==> config.mk <==
export PLATFORM = sky130hd
export DESIGN_NAME = cafp_core
export DESIGN_NICKNAME = d
export VERILOG_FILES = /design/src/hw/cafp_pkg.sv /design/src/hw/cafp_core.sv
export SDC_FILE = /design/constraint.sdc
export NUM_CORES = 1
export LEC_CHECK = 0
export ABC_AREA = 0
export CAP_MARGIN = 20
export CELL_PAD_IN_SITES_DETAIL_PLACEMENT = 1
export CELL_PAD_IN_SITES_GLOBAL_PLACEMENT = 1
export CORE_ASPECT_RATIO = 1.75
export CORE_UTILIZATION = 45
export DETAILED_ROUTE_END_ITERATION = 7
export DONT_BUFFER_PORTS = 1
export GPL_ROUTABILITY_DRIVEN = 0
export PLACE_DENSITY = 0.75
export SYNTH_ARGS = -nofsm -noshare
export SYNTH_HDL_FRONTEND = slang
export SYNTH_SLANG_ARGS = --single-unit
==> constraint.sdc <==
create_clock -name mclk -period 3.7 [get_ports mclk]
set_input_delay 0.555 -clock mclk [delete_from_list [all_inputs] [get_ports mclk]]
set_output_delay 0.555 -clock mclk [all_outputs]
set_load 0.05 [all_outputs]
==> src/hw/cafp_pkg.sv <==
// package: constants and types for the accumulator, flag and counter block
package cafp_pkg;

  // apb byte offsets; the flag register keeps its historic index 0x86
  // and sits at four times that index so every register is one word
  localparam logic [11:0] IDX_FLAGS = 12'h0086;
  localparam logic [11:0] OFF_FLAGS = {IDX_FLAGS[9:0], 2'h0};
  localparam logic [11:0] OFF_ACC = 12'h0000;
  localparam logic [11:0] OFF_PC = 12'h0004;
  localparam logic [11:0] OFF_OP = 12'h0008;
  localparam logic [11:0] OFF_STAT = 12'h000C;
  localparam logic [11:0] OFF_CLR = 12'h0010;
  localparam logic [11:0] OFF_IEN = 12'h0014;
  localparam logic [11:0] OFF_HIDE = 12'h0018;

  // flag field positions
  localparam int FB_ZERO = 0;
  localparam int FB_HALF = 1;
  localparam int FB_CARRY = 2;
  localparam int FB_MID = 4;
  localparam int FB_HIGH = 5;
  localparam int FB_CAUSE_LO = 6;
  localparam int FB_CAUSE_HI = 7;

  // reset cause encodings
  localparam logic [1:0] CAUSE_WDT = 2'h0;
  localparam logic [1:0] CAUSE_LVD = 2'h2;
  localparam logic [1:0] CAUSE_PIN = 2'h3;

  // reset values
  localparam logic [7:0] ACC_RST = 8'h00;
  localparam logic [12:0] PC_RST = 13'h0000;
  localparam logic [3:0] IRQ_RST = 4'h0;

  // event bits in the sticky status register
  localparam int EV_JUMP = 0;
  localparam int EV_SKIP = 1;
  localparam int EV_ZERO = 2;
  localparam int EV_CARRY = 3;

  // operation codes written to the op register
  typedef enum logic [4:0] {
    OP_NOP = 5'h00, OP_INC = 5'h01, OP_ADD = 5'h02, OP_SUB = 5'h03,
    OP_AND = 5'h04, OP_OR = 5'h05, OP_XOR = 5'h06, OP_RLC = 5'h07,
    OP_RRC = 5'h08, OP_CMP = 5'h09, OP_LDA = 5'h0A, OP_JMP = 5'h0B,
    OP_CMPS = 5'h0C, OP_INCR_TO_ACC_SKIP = 5'h0D, OP_INCR_MEM_SKIP = 5'h0E, OP_DECR_TO_ACC_SKIP = 5'h0F,
    OP_DECR_MEM_SKIP = 5'h10, OP_BIT_CLEAR_TEST_SKIP = 5'h11, OP_BIT_SET_TEST_SKIP = 5'h12, OP_BANK_ZERO_CLEAR_TEST_SKIP = 5'h13,
    OP_BANK_ZERO_SET_TEST_SKIP = 5'h14, OP_PUSH = 5'h15, OP_POP = 5'h16, OP_ADDPC = 5'h17,
    OP_SUBPC = 5'h18
  } cafp_op_t;

  // one instruction as carried from the op register
  typedef struct packed {
    cafp_op_t op;
    logic [2:0] bitSel;
    logic [7:0] operand;
    logic [12:0] target;
  } cafp_instr_t;

  // alu answer
  typedef struct packed {
    logic [7:0] res;
    logic carry;
    logic half;
  } cafp_alu_t;

endpackage

==> src/hw/cafp_core.sv <==
// accumulator, arithmetic and reset status flags, and program counter
//
// Added by the designer: register access over APB.
`timescale 1ns/1ps
module cafp_core
  import cafp_pkg::*;
(
  // clock and reset
  input wire logic mclk,
  input wire logic nrst,
  // apb slave
  input wire logic psel,
  input wire logic penable,
  input wire logic pwrite,
  input wire logic [11:0] paddr,
  input wire logic [31:0] pwdata,
  output logic [31:0] prdata,
  output logic pready,
  output logic pslverr,
  // reset cause and supply detector inputs
  input wire logic [1:0] resetCause,
  input wire logic highDetectOption,
  input wire logic midDetectOption,
  input wire logic supplyAtOrBelowHigh,
  input wire logic midDetectorActive,
  // memory operand and interrupt entry
  input wire logic [7:0] memData,
  input wire logic intEntry,
  // outputs
  output logic [7:0] memWrData,
  output logic memWrEn,
  output logic [12:0] pcOut,
  output logic irq
);

  // op word layout on the bus: [28:24] operation code, [23:21] bit
  // select for the bit tests, [20:13] operand byte, [12:0] jump target.
  // the operand byte travels inside the op word, so memData is a spare
  // input kept for a later fetch from data memory and is not read here.
  // intEntry is deliberately left unread: interrupt entry saves nothing,
  // software keeps accumulator and flags with push and pop.
  // every op lands on the access edge of its bus write and is seen by
  // software one edge later; ops cannot overlap since each needs its
  // own bus transfer, so there is no hazard between back to back ops.
  // the flag register answers at four times its historic index so
  // that every register is one aligned word on the bus.

  // state
  logic [7:0] acc_ff; // accumulator, read and written at OFF_ACC
  logic [2:0] aflags_ff; // carry, half, zero
  logic [1:0] cause_ff; // caught at first clock after reset
  logic causeDone_ff; // set once cause is captured
  logic [7:0] accHide_ff; // hidden push buffer for accumulator
  logic [2:0] flagHide_ff; // hidden push buffer for flags
  logic [12:0] pc_ff; // program counter
  logic [3:0] stat_ff; // sticky events
  logic [3:0] ien_ff; // event enables
  logic [7:0] memWrData_ff;
  logic memWrEn_ff;
  logic [31:0] prdata_ff;

  // bus decode
  logic wrEn;
  logic rdEn;
  logic mapped;
  logic opWr;
  cafp_instr_t ins;
  cafp_alu_t alu;
  logic [7:0] flagsView;
  logic skipTrue;
  logic [3:0] events;
  logic memOp; // op write whose result goes to data memory

  // slave always ready in the access phase: zero wait states
  // (every register is a flop, so no read ever needs a wait)
  assign pready = 1'b1;
  assign wrEn = psel & penable & pwrite;
  assign rdEn = psel & penable & ~pwrite;
  assign opWr = wrEn & (paddr == OFF_OP);
  // op word fields, cast straight from the write data
  assign ins = cafp_instr_t'(pwdata[28:0]);
  // memory-destination ops never touch the accumulator
  assign memOp = opWr & (ins.op inside {OP_INCR_MEM_SKIP, OP_DECR_MEM_SKIP});

  // decode of the known offsets; others give slverr
  // a part-word address is refused as well: each register is a word
  always_comb
  begin
    unique case (paddr)
      OFF_FLAGS, OFF_ACC, OFF_PC, OFF_OP, OFF_STAT, OFF_CLR, OFF_IEN,
      OFF_HIDE: mapped = 1'b1;
      default: mapped = 1'b0;
    endcase
  end
  assign pslverr = psel & penable & ~mapped;

  // one adder serves add, subtract and compare, so all three agree on
  // what a borrow is
  // add with carry in, reporting carry and nibble carry
  function automatic cafp_alu_t addc(input logic [7:0] a,
                                     input logic [7:0] b,
                                     input logic cin);
    cafp_alu_t r;
    logic [8:0] s;
    logic [4:0] n;
    s = {1'b0, a} + {1'b0, b} + {8'h00, cin};
    n = {1'b0, a[3:0]} + {1'b0, b[3:0]} + {4'h0, cin};
    r.res = s[7:0];
    r.carry = s[8];
    r.half = n[4];
    return r;
  endfunction

  // subtraction as add of complement: carry means no borrow
  function automatic cafp_alu_t subnb(input logic [7:0] a,
                                      input logic [7:0] b);
    return addc(a, ~b, 1'b1);
  endfunction

  // alu result for the current operation
  // rotates take the old carry in and put the shifted-out bit in carry
  always_comb
  begin
    alu = '{res: acc_ff, carry: aflags_ff[0], half: aflags_ff[1]};
    unique case (ins.op)
      OP_ADD: alu = addc(acc_ff, ins.operand, 1'b0);
      OP_SUB, OP_CMP, OP_CMPS: alu = subnb(acc_ff, ins.operand);
      OP_INC, OP_INCR_TO_ACC_SKIP, OP_INCR_MEM_SKIP: alu.res = ins.operand + 8'h01;
      OP_DECR_TO_ACC_SKIP, OP_DECR_MEM_SKIP: alu.res = ins.operand - 8'h01;
      OP_AND: alu.res = acc_ff & ins.operand;
      OP_OR: alu.res = acc_ff | ins.operand;
      OP_XOR: alu.res = acc_ff ^ ins.operand;
      OP_LDA: alu.res = ins.operand;
      OP_RLC: // rotate shifts out bit 7 into carry
      begin
        alu.res = {ins.operand[6:0], aflags_ff[0]};
        alu.carry = ins.operand[7];
      end
      OP_RRC:
      begin
        alu.res = {aflags_ff[0], ins.operand[7:1]};
        alu.carry = ins.operand[0];
      end
      default: alu.res = acc_ff; // nothing computed: keep the old view
    endcase
  end

  // skip condition of the nine one-address skip ops
  // bit tests pick the operand bit with bitSel; the bank-zero forms
  // act the same here because the op word carries the byte directly
  always_comb
  begin
    unique case (ins.op)
      OP_CMPS: skipTrue = (acc_ff == ins.operand);
      OP_INCR_TO_ACC_SKIP, OP_INCR_MEM_SKIP: skipTrue = (ins.operand == 8'hFF);
      OP_DECR_TO_ACC_SKIP, OP_DECR_MEM_SKIP: skipTrue = (ins.operand == 8'h00);
      OP_BIT_CLEAR_TEST_SKIP, OP_BANK_ZERO_CLEAR_TEST_SKIP: skipTrue = ~ins.operand[ins.bitSel];
      OP_BIT_SET_TEST_SKIP, OP_BANK_ZERO_SET_TEST_SKIP: skipTrue = ins.operand[ins.bitSel];
      default: skipTrue = 1'b0;
    endcase
  end

  // accumulator: written by ops, bus write, or pop; never by intEntry
  // an op and a direct bus write cannot meet: each is its own transfer
  always_ff @(posedge mclk or negedge nrst)
  begin
    if (!nrst)
      acc_ff <= ACC_RST;
    else if (opWr)
    begin
      unique case (ins.op)
        OP_ADD, OP_SUB, OP_INC, OP_AND, OP_OR, OP_XOR, OP_LDA, OP_RLC,
        OP_RRC, OP_INCR_TO_ACC_SKIP, OP_DECR_TO_ACC_SKIP: acc_ff <= alu.res;
        OP_POP: acc_ff <= accHide_ff;
        default: acc_ff <= acc_ff; // interrupt entry has no path
      endcase
    end
    else if (wrEn && paddr == OFF_ACC)
      acc_ff <= pwdata[7:0];
  end

  // memory-destination results leave on the data bus, acc untouched
  always_ff @(posedge mclk or negedge nrst)
  begin
    if (!nrst)
    begin
      memWrData_ff <= 8'h00;
      memWrEn_ff <= 1'b0;
    end
    else
    begin
      // strobe lasts one cycle; data holds until the next memory op
      memWrEn_ff <= memOp;
      if (memOp)
        memWrData_ff <= alu.res;
    end
  end

  // arithmetic flags packed as {zero, half carry, carry}
  // ops that do not define a flag leave it as it was
  always_ff @(posedge mclk or negedge nrst)
  begin
    if (!nrst)
      aflags_ff <= 3'h0;
    else if (opWr)
    begin
      unique case (ins.op)
        OP_ADD, OP_SUB: aflags_ff <= {alu.res == 8'h00, alu.half,
                                      alu.carry};
        OP_CMP, OP_CMPS: aflags_ff <= {alu.res == 8'h00, aflags_ff[1],
                                       alu.carry};
        OP_RLC, OP_RRC: aflags_ff <= {aflags_ff[2], aflags_ff[1],
                                      alu.carry};
        OP_INC, OP_AND, OP_OR, OP_XOR, OP_INCR_TO_ACC_SKIP, OP_DECR_TO_ACC_SKIP, OP_INCR_MEM_SKIP,
        OP_DECR_MEM_SKIP: aflags_ff <= {alu.res == 8'h00, aflags_ff[1:0]};
        OP_POP: aflags_ff <= flagHide_ff;
        default: aflags_ff <= aflags_ff;
      endcase
    end
    else if (wrEn && paddr == OFF_FLAGS)
      aflags_ff <= {pwdata[FB_ZERO], pwdata[FB_HALF], pwdata[FB_CARRY]};
  end

  // hidden push buffers, only reachable through push and pop
  // (the bus may read them for test, never write them)
  always_ff @(posedge mclk or negedge nrst)
  begin
    if (!nrst)
    begin
      accHide_ff <= ACC_RST;
      flagHide_ff <= 3'h0;
    end
    else if (opWr && ins.op == OP_PUSH)
    begin
      accHide_ff <= acc_ff;
      flagHide_ff <= aflags_ff;
    end
  end

  // reset cause caught by a clocked process after release
  // the cause inputs are only trusted once reset has gone, so the pin
  // cause shows until the first edge after release copies them
  always_ff @(posedge mclk or negedge nrst)
  begin
    if (!nrst)
    begin
      cause_ff <= CAUSE_PIN;
      causeDone_ff <= 1'b0;
    end
    else if (!causeDone_ff)
    begin
      cause_ff <= resetCause;
      causeDone_ff <= 1'b1;
    end
    else if (wrEn && paddr == OFF_FLAGS)
      cause_ff <= pwdata[FB_CAUSE_HI:FB_CAUSE_LO];
  end

  // program counter
  // a true skip adds two so the next instruction is passed over; the
  // subtract form only touches the low byte because the high byte can
  // only count up
  always_ff @(posedge mclk or negedge nrst)
  begin
    if (!nrst)
      pc_ff <= PC_RST;
    else if (opWr)
    begin
      unique case (ins.op)
        OP_JMP: pc_ff <= ins.target;
        OP_ADDPC: // low byte carry bumps high byte
          pc_ff <= pc_ff + {5'h00, acc_ff};
        OP_SUBPC: // borrow leaves high byte
          pc_ff <= {pc_ff[12:8], pc_ff[7:0] - acc_ff};
        default:
          pc_ff <= pc_ff + (skipTrue ? 13'h0002 : 13'h0001);
      endcase
    end
    else if (wrEn && paddr == OFF_PC)
      pc_ff <= pwdata[12:0];
  end

  // events and interrupt registers; set wins over clear
  // each event is seen in the sticky status one edge after its op
  assign events[EV_JUMP] = opWr & (ins.op == OP_JMP);
  assign events[EV_SKIP] = opWr & skipTrue;
  // zero event only for add, sub, cmp, cmps, inc, and, or and xor
  assign events[EV_ZERO] = opWr & (alu.res == 8'h00) &
    (ins.op inside {OP_ADD, OP_SUB, OP_CMP, OP_CMPS, OP_INC, OP_AND,
    OP_OR, OP_XOR});
  assign events[EV_CARRY] = opWr & (ins.op == OP_ADD) & alu.carry;

  // sticky status: an event landing with a clear survives the clear,
  // so software can never lose an event that it has not yet read
  always_ff @(posedge mclk or negedge nrst)
  begin
    if (!nrst)
      stat_ff <= IRQ_RST;
    else if (wrEn && paddr == OFF_CLR)
      stat_ff <= (stat_ff & ~pwdata[3:0]) | events;
    else
      stat_ff <= stat_ff | events;
  end

  // event enables; irq is the and of enables and sticky bits, so an
  // enable set on an already pending bit raises irq at once
  always_ff @(posedge mclk or negedge nrst)
  begin
    if (!nrst)
      ien_ff <= IRQ_RST;
    else if (wrEn && paddr == OFF_IEN)
      ien_ff <= pwdata[3:0];
  end

  // flag register view; detector bits valid only with their option
  // bit three has no flag and always reads zero
  always_comb
  begin
    flagsView = 8'h00;
    flagsView[FB_CAUSE_HI:FB_CAUSE_LO] = cause_ff;
    flagsView[FB_HIGH] = highDetectOption & supplyAtOrBelowHigh;
    flagsView[FB_MID] = midDetectOption & midDetectorActive;
    flagsView[FB_CARRY] = aflags_ff[0];
    flagsView[FB_HALF] = aflags_ff[1];
    flagsView[FB_ZERO] = aflags_ff[2];
  end

  // read data registered at the end of the setup cycle so it stands
  // through the whole access phase; an unmapped word reads zero
  always_ff @(posedge mclk or negedge nrst)
  begin
    if (!nrst)
      prdata_ff <= 32'h0000_0000;
    else if (psel && !penable && !pwrite)
    begin
      unique case (paddr)
        OFF_FLAGS: prdata_ff <= {24'h00_0000, flagsView};
        OFF_ACC: prdata_ff <= {24'h00_0000, acc_ff};
        OFF_PC: prdata_ff <= {19'h0_0000, pc_ff};
        OFF_STAT: prdata_ff <= {28'h000_0000, stat_ff};
        OFF_IEN: prdata_ff <= {28'h000_0000, ien_ff};
        OFF_HIDE: prdata_ff <= {21'h00_0000, flagHide_ff, accHide_ff};
        default: prdata_ff <= 32'h0000_0000;
      endcase
    end
  end

  // outputs straight from flops, except irq: a plain level formed as the or of stat_ff anded bitwise with ien_ff
  assign prdata = prdata_ff;
  assign memWrData = memWrData_ff;
  assign memWrEn = memWrEn_ff;
  assign pcOut = pc_ff;
  assign irq = |(stat_ff & ien_ff);

endmodule // cafp_core

==> results of run 1 <==
[flip-flops by register name, summed over array words and instances (netlist names)]
| register | count |
|---|---|
| causeDone_ff | 1 |
| ien_ff | 4 |
| aflags_ff | 3 |
| pcOut | 13 |
| stat_ff | 4 |
| accHide_ff | 8 |
| memWrEn | 1 |
| memWrData | 8 |
| flagHide_ff | 3 |
| cause_ff | 2 |
| prdata | 13 |
| acc_ff | 8 |
[logic make-up after synthesis]
group	count (synthesis)
other	2
AO/OA/AOI/OAI	270
XOR/XNOR	23
adder cells (fa/ha/maj)	50
buffers and inverters	114
flip-flops	68
multiplexers	20
AND/OR/NAND/NOR	319
[worst max-delay path: stages]
cell and delay [ns]:
nand2b_1 0.19, a211oi_4 0.38, buf_4 0.19, a21oi_1 0.04, o32ai_1 0.24, nand4_1 0.13
o211ai_1 0.26, a21o_1 0.14, ha_1 0.23, a21o_1 0.17, a21oi_1 0.18, o21ai_0 0.12
a31oi_1 0.24, o21bai_2 0.16, a41oi_2 0.25, o21ai_0 0.16, o311ai_1 0.17
[Yosys cell counts, types with 12 or more instances]
cell type / n / area (µm²)
a21oi_1: 51 / 255.2
nor3_1: 28 / 140.1
clkbuf_1: 26 / 97.59
buf_4: 23 / 172.7
xnor2_1: 15 / 131.4
nor2_1: 69 / 259.0
inv_1: 44 / 165.2
nand2_1: 102 / 382.9
nor4_1: 19 / 118.9
ha_1: 45 / 563.0
a22oi_1: 16 / 120.1
nand3_1: 21 / 105.1
a31oi_1: 14 / 87.58
mux2_2: 12 / 135.1
o21ai_0: 64 / 320.3
dfrtp_1: 66 / 1652
[metal layers]
layer / track usage / vias up / wire (µm)
met2: 0.6474 / 360 / 14420
met3: 0.06077 / 179 / 1508
met4: 0.3850 / 0 / 3359
li1: - / 3173 / -
met5: 0 / - / 0
met1: 0.3383 / 3535 / 9264
[cells in the final DEF, fill, tap and decap left out, drive strengths merged, types with 5 or more instances in the layout]
| cell type | Yosys | routed |
|---|---|---|
| nor4 | 19 | 19 |
| and2 | 6 | 6 |
| a21o | 8 | 8 |
| ha | 45 | 45 |
| mux2 | 12 | 12 |
| nand2b | 7 | 7 |
| nor3 | 30 | 30 |
| inv | 44 | 45 |
| a32oi | 5 | 5 |
| clkbuf | 27 | 10 |
| o2111ai | 5 | 5 |
| a22o | 8 | 8 |
| nand3 | 21 | 21 |
| o21ai | 66 | 66 |
| a221oi | 10 | 10 |
| a211oi | 9 | 9 |
| nand2 | 102 | 102 |
| a31oi | 14 | 14 |
| buf | 42 | 52 |
| nor3b | 5 | 5 |
| or2 | 8 | 8 |
| conb | 2 | 21 |
| and3 | 6 | 6 |
| fa | 5 | 5 |
| nand4 | 5 | 5 |
| o21a | 9 | 9 |
| o31ai | 8 | 8 |
| o22ai | 7 | 7 |
| mux2i | 5 | 5 |
| nor2b | 12 | 12 |
| o311ai | 5 | 5 |
| or4 | 5 | 5 |
| dfrtp | 66 | 66 |
| a21oi | 52 | 52 |
| nor2 | 73 | 73 |
| xnor2 | 15 | 15 |
| xor2 | 8 | 8 |
| a22oi | 16 | 16 |
| or3 | 7 | 7 |
[power by group through the flow]
stage / combinational [mW] / sequential (mW) / clock [mW]
2_1_floorplan: 0.291 / 0.767 / 0
3_3_place_gp: 0.323 / 0.769 / 0
3_5_place_dp: 0.336 / 0.769 / 0
4_1_cts: 0.356 / 0.755 / 0.865
5_1_grt: 0.390 / 0.756 / 0.892
6_report: 0.362 / 0.755 / 0.865
[area by class of cell]
cell class	count	share of cell area
clock inverters	6	0.008496
multi-input cells	703	0.6265
repair buffers	52	0.05464
inverters	45	0.02249
flip-flops and latches	68	0.2269
well taps	183	0.03048
clock buffers	10	0.03048
[what timing repair did]
action                                 CTS  global route
setup endpoints to repair                0             7
gates resized for setup                  0            14
endpoints found under the hold margin   66             0
setup buffers                            0             1
hold buffers                             1             0
[how the worst max path moves through the flow]
stage          slack [ns]  depth (start not counted)               endpoint       start
2_1_floorplan       0.003                         21  pcOut[10]$_DFFE_PN0P_  pwdata[25]
3_3_place_gp        -0.09                         19  pcOut[10]$_DFFE_PN0P_  pwdata[24]
3_5_place_dp        -0.27                         19  pcOut[10]$_DFFE_PN0P_  pwdata[24]
4_1_cts             0.009                         19  pcOut[10]$_DFFE_PN0P_  pwdata[24]
5_1_grt             -0.05                         17  pcOut[11]$_DFFE_PN0P_  pwdata[24]
6_report             0.11                         17  pcOut[11]$_DFFE_PN0P_  pwdata[24]
[through the flow]
step	setup slack, ns	util
finish	0.1092	0.5062
floorplan	0.002995	-
CTS	0.009376	0.5030
global route	-0.05482	0.5062
detailed placement	-0.2748	0.4814
global placement	-0.09379	0.4809
==> impl_results.md, run 1 <==
* Final Setup Violations at 0
* Mapped Cells at 866
* Worst reg2reg endpoint: pcOut[11]$_DFFE_PN0P_
* Fin. Hold Viols at 0
* H-tree levels at 3
* Final wirelength at 28550 µm
* Largest family of logic cells by synthesized area: compound AO/OA/AOI/OAI gates
* Post-Syn Area at 0.006827 mm²
* Share of flip-flops with an asynchronous set or reset at 1.000
* Worst-case reg-to-reg path depth at 17
* WHS at 0.06248 ns
* Row count at 59
* Share of cells above drive strength 1 at 0.1380
* Sequential cell area at 0.001704 mm²
* Number of CTS-inserted buffers at 9
* Least-Margin Pin Slew at 0.8347 ns
* Clk slew on worst S/H paths at 0.06 ns
* Max_slew headroom at 0.4384
* Initial antenna violation count at 0
* Maximum clock rate at 278.5 MHz
* Final Non-Filler Cells at 1067
* CP Max Fanout at 34
* DP Area at 0.007143 mm²
* Hold crit path type: primary input to asynchronous set/reset pin
* Fraction of the mapped netlist area in adder cells at 0.09714
* Int Power at 1.397 mW
* Startpoint Class: primary input
* Initial DRC Count at 377
* Syn. warnings at 0
* Worst-skew pair later-pin latency at 0.33 ns
* Reg-to-reg slack, setup at 0.15 ns
* Via count of the first global-routing pass at 7809
* Vias at 7247
* Peak supply drop at 240.8 µV
* Finished Cell Area at 0.007511 mm²
* Clock Skew at 0.008076 ns
* Fin nets at 993
* PwrDens at 263.9 mW/mm²
* Final Total Pwr at 1.982 mW
* Final Max Tran Viols at 0
* Reg2reg start: acc_ff[5]$_DFFE_PN0P_
* CP Data Required Time at 3.92 ns
* Mux cell area share after synthesis at 0.03702
* Status: finished clean
* Clk sinks at 68
* Placed instance count at 1049
* Most used DFF post-synth: dfrtp_1
* Simple-gate share of the synthesized area at 0.2319
* Inserted Diodes at 0
* Area of the core at 0.01484 mm²
* Wire per inst at 26.76 µm
* Number of top-level pins at 121
* Die Width at 95.11 µm
* Final Critical Period at 3.591 ns
* Remaining DRCs at 0
* Netlist cell types at 88
* Synth Area in Compound Gates at 0.2725
* Root Buffer Master: clkbuf_16
* Comb pwr share at 0.183
* Vias per inst at 6.792
* Yosys reg bits at 68
* Hpwl dp at 22280 µm
* Clk pwr share at 0.436
* Die extent in y at 164.9 µm
* Largest net degree at the start of global routing at 67
* Xor/xnor cell area share of the yosys netlist at 0.02951
* IO buf count at 0
* Register area share after synthesis at 0.2496
* Footprint of the multi-input gates at 0.004706 mm²
* LEAKAGE at 3.157 nW
* Post-synth EDFFs at 0
* Post-route ant nets at 0
* Reg power frac at 0.381
* Fill count at 1814
* Max Cap Viol at 0
* Final setup TNS at 0 ns
* First-pass GRT wire length at 42730 µm
* Switch Pwr at 0.5858 mW
* Overflow after GRT at 0
* Max Root-Sink Buffers at 2
* Switching Share at 0.2955
* Critical Path AT at 3.81 ns
* Area grow syn2layout at 10.03%
* Initial Util at 0.4601
* Classification of the worst setup path: primary input to flip-flop
* Final worst-path cycle share at 0.9705
* Drt pass-1 iters at 4
* Crit end category: flip-flop
* Avg Cell Area, Syn at 7.883 µm²
* Die Area at 0.01569 mm²
* TritonCTS clock tree: yes
* Tot GR Track Use at 0.3688
Power figures use the tool's default switching activity.
==> run 2: changes to the inputs <==
--- a/config.mk
+++ b/config.mk
@@ -6,7 +6,6 @@
 export NUM_CORES = 1
 export LEC_CHECK = 0
 export ABC_AREA = 0
-export CAP_MARGIN = 20
 export CELL_PAD_IN_SITES_DETAIL_PLACEMENT = 1
 export CELL_PAD_IN_SITES_GLOBAL_PLACEMENT = 1
 export CORE_ASPECT_RATIO = 1.75
@@ -14,7 +13,8 @@
 export DETAILED_ROUTE_END_ITERATION = 7
 export DONT_BUFFER_PORTS = 1
 export GPL_ROUTABILITY_DRIVEN = 0
-export PLACE_DENSITY = 0.75
+export GPL_TIMING_DRIVEN = 0
+export PLACE_DENSITY_LB_ADDON = 0.1
 export SYNTH_ARGS = -nofsm -noshare
 export SYNTH_HDL_FRONTEND = slang
 export SYNTH_SLANG_ARGS = --single-unit
==> run 2 against run 1 <==
- sequential share of layout area decreased by 1.8 points
- critical path type is now flip-flop to flip-flop
- global-route usage increased by 2.5 points
- the run now ends with setup timing left
- first-iteration DRC count increased by 23%
- clock skew increased by 0.0016 ns
- critical endpoint is now pcOut[10]$_DFFE_PN0P_
- highest routed layer unchanged
- setup slack got worse by 0.14 ns
==> impl_results.md, run 2 (synthesis results as in run 1) <==
* TritonCTS clock tree: yes
* IO buf count at 0
* Worst-skew pair later-pin latency at 0.34 ns
* RSZ-0062 raised after global routing: yes
* Initial DRC Count at 463
* Final Total Pwr at 2.297 mW
* Int Power at 1.644 mW
* Fin. Hold Viols at 0
* Crit end category: flip-flop
* Status: finished with violations
* Startpoint Class: flip-flop
* Final Setup Violations at 1
* Overflow after GRT at 0
* Vias per inst at 6.770
* Largest net degree at the start of global routing at 67
* Vias at 7562
* Switch Pwr at 0.6521 mW
* Initial Util at 0.4601
* Number of CTS-inserted buffers at 9
* Inserted Diodes at 0
* PwrDens at 281.1 mW/mm²
* Share of cells above drive strength 1 at 0.1991
* Max_slew headroom at 0.2196
* Max stage delay cell, worst path: dfrtp_2
* Final Critical Period at 3.728 ns
* Number of top-level pins at 121
* Row count at 59
* Root Buffer Master: clkbuf_16
* Max Cap Viol at 0
* Final worst-path cycle share at 1.008
* Die Area at 0.01569 mm²
* Critical-path cell list: clkinvlp_4, a31oi_1, o32ai_2, nand4_1, o211ai_1, buf_4, a21oi_2, ha_2, inv_2, fa_2, nor2b_2, o21ai_2, a21boi_2, o21ai_2, a21oi_2, nor2b_4, o21ai_1, o2bb2ai_1
* Area of the core at 0.01484 mm²
* CP peak stage delay at 0.60 ns
* Comb pwr share at 0.205
* CP Max Fanout at 10
* Clk slew on worst S/H paths at 0.06 ns
* Most frequent cells in the layout: nand2_1 (101), nor2_1 (67), dfrtp_1 (63), buf_4 (55), o21ai_0 (53)
* Maximum clock rate at 268.2 MHz
* Area grow syn2layout at 19.68%
* Wire per inst at 27.74 µm
* Failing checks: setup timing
* Switching Share at 0.2839
* Reg-to-reg slack, setup at -0.03 ns
* Post-route ant nets at 0
* Initial antenna violation count at 0
* Critical Path AT at 3.94 ns
* Final Util at 0.5506
* Hpwl dp at 23070 µm
* Commonest non-fill, non-tap cell in the layout: nand2_1
* Max Root-Sink Buffers at 2
* Peak supply drop at 189.5 µV
* Post-route setup slack at -0.02818 ns
* Via count of the first global-routing pass at 8114
* Clk pwr share at 0.466
* Drt pass-1 iters at 7
* H-tree levels at 3
* Die Width at 95.11 µm
* CP Data Required Time at 3.91 ns
* Classification of the worst setup path: flip-flop to flip-flop
* LEAKAGE at 3.438 nW
* Clock Skew at 0.009725 ns
* Cell family with most CP delay: compound AO/OA/AOI/OAI gates
* Fin nets at 1043
* Remaining DRCs at 0
* Final Max Tran Viols at 0
* Clk sinks at 68
* Tot GR Track Use at 0.3937
* WP buf/inv at 3
* Hold crit path type: primary input to asynchronous set/reset pin
* Reg power frac at 0.329
* Die extent in y at 164.9 µm
* Least-Margin Pin Slew at 1.141 ns
* First-pass GRT wire length at 45310 µm
* Final wirelength at 30980 µm
==> run 2: area by class of cell <==
class | count | area (µm²)
clock buffers | 10 | 229.0
repair buffers | 35 | 324.1
plain buffers | 67 | 460.4
fillers | 1793 | 6668
multi-input cells | 703 | 4906
flip-flops and latches | 68 | 1708
inverters | 45 | 176.4
well taps | 183 | 229.0
clock inverters | 6 | 137.6
==> run 2: power by group through the flow <==
stage | Clock (mW) | Combinational (mW) | Sequential, mW
floorplan | 0 | 0.291 | 0.767
global placement | 0 | 0.374 | 0.770
detailed placement | 0 | 0.388 | 0.770
CTS | 1.08 | 0.432 | 0.756
global route | 1.11 | 0.501 | 0.756
finish | 1.07 | 0.470 | 0.756
==> run 2: what timing repair did <==
item / in CTS / in global routing
pin swaps: 17 / 30
resized for setup: 47 / 57
cloned: 0 / 1
buffers inserted: 23 / 9
endpoints found under the setup margin: 15 / 13
hold buffers: 1 / 0
hold endpoints to repair: 66 / 0
==> run 2: final timing paths <==
kind                                   startpoint                 endpoint  cells after the start
max reg2reg                 acc_ff[1]$_DFFE_PN0P_    pcOut[10]$_DFFE_PN0P_                     18
min in group mclk                   resetCause[1]  cause_ff[1]$_DFFE_PN1P_                      2
min reg2reg                causeDone_ff$_DFF_PN0_  cause_ff[1]$_DFFE_PN1P_                      1
max                         acc_ff[1]$_DFFE_PN0P_    pcOut[10]$_DFFE_PN0P_                     18
max in group asynchronous                    nrst    acc_ff[5]$_DFFE_PN0P_                      1
min                                          nrst  cause_ff[0]$_DFFE_PN1P_                      0
==> run 2: routing by layer <==
metal | vias to the layer above | global-route usage | share of wire
met2 | 400 | 0.6834 | 0.51
met3 | 200 | 0.1036 | 0.069
li1 | 3277 | - | -
met5 | - | 0 | 0
met4 | 0 | 0.4001 | 0.11
met1 | 3685 | 0.3485 | 0.31
==> run 2: stage by stage <==
stage | worst slack (ns) | setup TNS [ns] | hold slack [ns] | area [µm²] | instances
after detailed placement | -1.086 | -11.94 | 0.2607 | 7172 | 1069
after global routing | -0.2203 | -1.271 | 0.04830 | 8170 | 1117
after CTS | 0.003934 | 0 | 0.05237 | 7888 | 1108
after floorplan | 0.002995 | 0 | 0.2594 | 6923 | 885
after global placement | -0.9910 | -10.22 | 0.2606 | 7152 | 1068
final | -0.02818 | -0.02818 | 0.05373 | 8170 | 1117
